File: config.mk
export PLATFORM = sky130hd
export DESIGN_NAME = usb_device_interrupt_flags
export DESIGN_NICKNAME = d
export VERILOG_FILES = /design/src/verilog/usb_irq_pkg.sv /design/src/verilog/usb_device_interrupt_flags.sv
export VERILOG_INCLUDE_DIRS = /design/src /design/src/verilog
export SDC_FILE = /design/constraint.sdc
export NUM_CORES = 1
export LEC_CHECK = 0
export ABC_AREA = 1
export BUFFER_PORTS_ARGS = -buffer_cell sky130_fd_sc_hd__buf_2
export CAP_MARGIN = 15
export CORE_MARGIN = 5
export CORE_UTILIZATION = 48
export DETAILED_ROUTE_END_ITERATION = 7
export PLACE_DENSITY = 0.76
export SLEW_MARGIN = 20
export SYNTH_ARGS = -nofsm -noshare
export SYNTH_HDL_FRONTEND = slang
export SYNTH_SLANG_ARGS = --single-unit
File: constraint.sdc
create_clock -name mclk -period 2.2 [get_ports mclk]
set_input_delay 0.44 -clock mclk [delete_from_list [all_inputs] [get_ports mclk]]
set_output_delay 0.44 -clock mclk [all_outputs]
set_load 0.02 [all_outputs]
File: src/verilog/usb_irq_map.svh
// Register offsets, field positions and reset values of the USB device event flags
`ifndef USB_IRQ_MAP_SVH
`define USB_IRQ_MAP_SVH

// ----------------------------------------------------------------
// Register offsets
// ----------------------------------------------------------------
`define USB_IRQ_FLAGS_ADDR 8'hC4
`define USB_IRQ_MASK_ADDR 8'hC5

// ----------------------------------------------------------------
// Reset values
// ----------------------------------------------------------------
`define USB_IRQ_FLAGS_RESET 8'h00
`define USB_IRQ_MASK_RESET 8'h00
`define USB_IRQ_RDATA_RESET 8'h00

// ----------------------------------------------------------------
// Field positions, shared by flags and enable mask
// ----------------------------------------------------------------
`define USB_IRQ_BIT_FRAME_START 0
`define USB_IRQ_BIT_SETUP 1
`define USB_IRQ_BIT_STATUS 2
`define USB_IRQ_BIT_SUSPEND_END 3
`define USB_IRQ_BIT_SUSPEND_BEGIN 4
`define USB_IRQ_BIT_DETACH 5
`define USB_IRQ_BIT_ATTACH 6
`define USB_IRQ_BIT_SINGLE_ENDED_ZERO 7

`endif

File: src/verilog/usb_irq_pkg.sv
// Types shared by the USB device event flag block
`default_nettype none

package usb_irq_pkg;

    typedef logic [7:0] sfrByte_t;
    typedef logic [7:0] sfrAddr_t;

endpackage

`default_nettype wire

File: src/verilog/usb_device_interrupt_flags.sv
// USB device event flags, per-event enable mask and device interrupt request
//
// Function
// (RULE_01) Interrupt only when event enable, general device enable and global enable set.
// (RULE_02) Every event type has its own enable bit, independent of the others.
// (RULE_03) Setup enable set lets a setup event interrupt; clear suppresses it.
// (RULE_04) Frame-start enable set lets a frame-start event interrupt; clear suppresses it.
// (RULE_05) Reading the request flag register clears all flags after the read; an event set in the read cycle stays set.
// (RULE_06) Flag register at C4, reset 00, bits SE0, attach, detach, susp, resume, status, setup, SOF.
// (RULE_07) Suspend-end flag is set by hardware whenever suspend mode is left.
// (RULE_08) Setup flag is set after a setup packet passed on to the CPU.
// (RULE_09) Flags set regardless of enables; request is OR of set and enabled flags.
`include "usb_irq_map.svh"
`default_nettype none

module usb_device_interrupt_flags (
    input wire logic mclk,
    input wire logic reset_n,
    input wire usb_irq_pkg::sfrAddr_t sfrAddr,
    input wire logic sfrRdEn,
    input wire logic sfrWrEn,
    input wire usb_irq_pkg::sfrByte_t sfrWrData,
    output usb_irq_pkg::sfrByte_t sfrRdData,
    input wire logic [7:0] eventSet,
    input wire logic generalDeviceIrqEnable,
    input wire logic globalIrqEnable,
    output logic deviceIrq
);

    // ----------------------------------------------------------------
    // State
    // ----------------------------------------------------------------
    usb_irq_pkg::sfrByte_t flags_ff;
    usb_irq_pkg::sfrByte_t nxt_flags;
    usb_irq_pkg::sfrByte_t mask_ff;
    usb_irq_pkg::sfrByte_t nxt_mask;
    usb_irq_pkg::sfrByte_t rdData_ff;
    usb_irq_pkg::sfrByte_t nxt_rdData;
    logic irq_ff;
    logic nxt_irq;
    logic flagsRead;
    logic maskRead;
    logic maskWrite;
    logic pendingEnabled;

    // ----------------------------------------------------------------
    // Register decode
    // ----------------------------------------------------------------
    // The flag byte has no write decode, so a write aimed at it is dropped
    assign flagsRead = sfrRdEn && (sfrAddr == `USB_IRQ_FLAGS_ADDR);
    assign maskRead = sfrRdEn && (sfrAddr == `USB_IRQ_MASK_ADDR);
    assign maskWrite = sfrWrEn && (sfrAddr == `USB_IRQ_MASK_ADDR);

    // At least one flag that is both pending and enabled
    assign pendingEnabled = |(flags_ff & mask_ff); // RULE_09

    // ----------------------------------------------------------------
    // Enable mask
    // ----------------------------------------------------------------
    // Bit positions follow the flag byte, so one AND gives the enabled requests
    always_comb begin
        nxt_mask = mask_ff;
        if (maskWrite) begin
            nxt_mask = sfrWrData; // RULE_02
        end
    end

    always_ff @(posedge mclk or negedge reset_n) begin
        if (!reset_n) begin
            mask_ff <= `USB_IRQ_MASK_RESET;
        end else begin
            mask_ff <= nxt_mask;
        end
    end

    // ----------------------------------------------------------------
    // Request flags
    // ----------------------------------------------------------------
    // An event in the clearing cycle survives: it was not in the byte just read,
    // so letting the clear win would lose it for good
    always_comb begin
        nxt_flags = flags_ff;
        if (flagsRead) begin
            nxt_flags = 8'h00; // RULE_05
        end
        nxt_flags = nxt_flags | eventSet; // RULE_07 RULE_08 RULE_09
    end

    always_ff @(posedge mclk or negedge reset_n) begin
        if (!reset_n) begin
            flags_ff <= `USB_IRQ_FLAGS_RESET; // RULE_06
        end else begin
            flags_ff <= nxt_flags;
        end
    end

    // ----------------------------------------------------------------
    // Read data
    // ----------------------------------------------------------------
    // Zero outside a read, so a stale byte cannot be taken for fresh data
    always_comb begin
        nxt_rdData = 8'h00;
        if (sfrRdEn) begin
            case (sfrAddr)
                `USB_IRQ_FLAGS_ADDR: begin
                    nxt_rdData = flags_ff; // RULE_06
                end
                `USB_IRQ_MASK_ADDR: begin
                    nxt_rdData = mask_ff; // RULE_02
                end
                default: begin
                    nxt_rdData = 8'h00;
                end
            endcase
        end
    end

    always_ff @(posedge mclk or negedge reset_n) begin
        if (!reset_n) begin
            rdData_ff <= `USB_IRQ_RDATA_RESET;
        end else begin
            rdData_ff <= nxt_rdData;
        end
    end

    // ----------------------------------------------------------------
    // Device interrupt request
    // ----------------------------------------------------------------
    // Registered so the request is glitch free; it lags flags and enables by one cycle
    always_comb begin
        nxt_irq = pendingEnabled && generalDeviceIrqEnable
            && globalIrqEnable; // RULE_01 RULE_03 RULE_04 RULE_09
    end

    always_ff @(posedge mclk or negedge reset_n) begin
        if (!reset_n) begin
            irq_ff <= 1'b0;
        end else begin
            irq_ff <= nxt_irq;
        end
    end

    // ----------------------------------------------------------------
    // Outputs
    // ----------------------------------------------------------------
    assign sfrRdData = rdData_ff;
    assign deviceIrq = irq_ff;
endmodule

`default_nettype wire

==> impl_metrics.csv <==
group,metric,value,unit
sta,period_minus_slack,1.285,ns
worst_setup_path,cp-end-kind,"primary output",
placed_design,dp_hpwl,1.792,mm
worst_setup_path,r2r_cells,4,
synth,synth_top_area_frac,0.5297,
clocking,hold_buffers,0,
worst_setup_path,crit_fanout,1,
grt,grt_pass1_wl,3.822,mm
pwr,p_clk_frac,0.266,
clocking,clock_latency,0.32,ns
sta,hold_slack,0.07812,ns
synth,syn_avg_cell_area,8.881,um^2
synth,yosys.area.top_type,"dfrtp_1",
synth,synth_compound_area_frac,0.004237,
pwr,cellLeakagePower,0.8497,nW
synth,yosys_warnings,0,
sta,finalSetupTns,0,ns
synth,synth_xor_area_frac,0,
grt,grt_pass1_vias,929,
worst_setup_path,cp.depth,1,
grt,antenna_found_initial,0,
pwr,pwr-share-comb,0.110,
worst_setup_path,path_buf_inv,1,
min_path,hp-class,"input port to asynchronous set/reset pin",
placed_design,place_area,0.001363,mm^2
worst_setup_path,crit_start,"sfrRdData[1]",
synth,synth.most_common_cell,"nand2_1",
synth,ys.flop_type,"dfrtp_1",
clocking,cts_tree,"yes",
synth,synth_cell_type_count,16,
pwr,vdd.ir_drop.worst,0.0004795,V
floorplan,die-width,59.61,um
finish,synthToLayoutAreaGrowth,17.58,%
grt,grt.overflow.total,0,
pwr,p_sw,189.5,uW
grt,grt_max_degree,27,
synth,yosysSeqAreaShare,0.5297,
worst_setup_path,required,1.76,ns
finish,drive_above_1_share,0.3059,
floorplan,initial_utilization,0.4901,
clocking,cts_made_buffers,3,
worst_setup_path,critPathMaxStageDelay,0.38,ns
status,status,"finished, final reports clean",
drt,vias,981,
sta,final_max_slew_viol_count,0,
synth,synthAdderAreaFrac,0,
placed_design,dp.cells,196,
pwr,seq_power_share,0.624,
finish,finalNonFillerCells,200,
clocking,cts_htree_levels,1,
floorplan,placementRows,18,
worst_setup_path,critPathKind,"flip-flop to primary output",
floorplan,core,0.002410,mm^2
sta,fin_worst_skew,0.003473,ns
pwr,p_per_area,548.1,mW/mm^2
drt,postRouteAntennaNets,0,
drt,drc,0,
worst_setup_path,start_kind,"flip-flop",
clocking,cts_setup_buffers,0,
drt,totalWireLength,2.361,mm
placed_design,place_congestion,0.8191,
synth,synthCells,133,
synth,syn_nets,163,
synth,synth_top_family_by_area,"simple AND/OR/NAND/NOR gates",
finish,num-fill-cells,220,
sta,post-route-period-util,0.5842,
floorplan,io_pins,39,
synth,synth_mux_area_frac,0,
pwr,switching_share,0.2489,
placed_design,place.port_buffers,38,
synth,synth_simple_gate_area_frac,0.3888,
floorplan,dieHeight,59.61,um
drt,first_pass_iters,4,
worst_setup_path,worstReg2RegStart,"flags_ff[1]",
sta,hold_violations,0,
worst_setup_path,critPathTopFamily,"flip-flops",
synth,ys_seq_elements,25,
synth,async_flop_share,1.000,
floorplan,die_area,0.003553,mm^2
clocking,cts_max_path_buffers,2,
sta,clock.fmax,0.7780,GHz
drt,routedWlPerCell,11.81,um
sta,tightest_slew,0.5267,ns
synth,synth_commonest_cells,"nand2_1 (54), dfrtp_1 (25), nand4_1 (16)",
pwr,intPower,571.8,uW
drt,first_iter_violations,17,
synth,syn-cell-area,0.001181,mm^2
finish,design_area,0.001389,mm^2
run,drv_cap,0,
worst_setup_path,worstPathCellList,"buf_2",
worst_setup_path,slowest_stage,"dfrtp_1",
finish,layout.nets,201,
synth,synth-edff-count,0,
worst_setup_path,crit_arrival,0.85,ns
clocking,ctsResizeCount,0,
clocking,cts_root_buffer,"clkbuf_4",
synth,synthTopCellsByArea,"dfrtp_1 (53%), nand2_1 (17%), nand4_1 (8.5%), nand3_1 (3.4%), nor2_8 (3.4%)",
sta,rsz0062_at_grt,"false",
sta,relSlewSlack,0.6489,
clocking,clkTransAtPathRegs,0.13,ns
finish,antenna_cells,0,
clocking,cts_sinks,25,
grt,grt_usage,0.1462,
drt,vias_per_cell,4.905,
sta,setup_viol,0,
registers in the layout, indices dropped and copies added, names as in the netlist:
register / flops
sfrRdData: 8
deviceIrq: 1
mask_ff: 8
flags_ff: 8
area by class of cell:
class / instances / area [um^2] / area share
Clock buffer: 4 / 26.28 / 0.01892
Inverter: 12 / 45.04 / 0.03243
Multi-Input combinational cell: 91 / 464.2 / 0.3342
Sequential cell: 25 / 625.6 / 0.4505
Tap cell: 30 / 37.54 / 0.02703
Timing Repair Buffer: 38 / 190.2 / 0.1369
final timing paths:
path,to,slack (ns)
max,sfrRdData[1],0.91
min,sfrRdData[3],0.08
max reg2reg,deviceIrq,1.29
min reg2reg,mask_ff[6],0.53
max in group asynchronous,flags_ff[3],1.77
min in group mclk,flags_ff[2],0.29
placed cells by master, fill, tap and decap left out:
cell,instances
inv_1,10
clkbuf_4,3
nand3_1,8
nand2_2,4
nand2_1,54
nand2_4,1
nor2_4,1
clkbuf_1,1
nor2_1,3
inv_2,2
dfrtp_1,25
nand3_4,1
a21oi_1,1
nand4_1,16
buf_2,38
nor2_8,2
per-stage QoR:
| stage | util | worst slack [ns] | power (mW) |
|---|---|---|---|
| after floorplan | - | 1.089 | 0.5285 |
| after global placement | 0.5654 | 0.8257 | 0.5647 |
| after detailed placement | 0.5654 | 0.7876 | 0.5685 |
| after CTS | 0.5763 | 0.9015 | 0.7678 |
| after global routing | 0.5763 | 0.8702 | 0.7951 |
| final | 0.5763 | 0.9147 | 0.7613 |
routing by layer:
| metal | track usage | part of all wire | up-vias |
|---|---|---|---|
| met2 | 0.2496 | 0.52 | 30 |
| met5 | 0 | 0 | - |
| met4 | 0.1044 | 0.025 | 0 |
| li1 | - | - | 507 |
| met3 | 0.02832 | 0.058 | 5 |
| met1 | 0.1604 | 0.40 | 439 |
power by group through the flow:
stage	Clock [mW]	Combinational, mW	Sequential [mW]
global placement	0	0.0814	0.483
global route	0.224	0.0946	0.476
finish	0.202	0.0838	0.475
detailed placement	0	0.0849	0.484
CTS	0.208	0.0849	0.475
floorplan	0	0.0440	0.484
logic make-up (layout without fill, tap and decap cells):
kind of cell,Yosys count,in the layout
buffers and inverters,17,54
DFF,25,25
and+or+nand+nor,90,90
AOI/OAI and AO/OA,1,1
No activity file was read; power rests on OpenSTA's default activity.
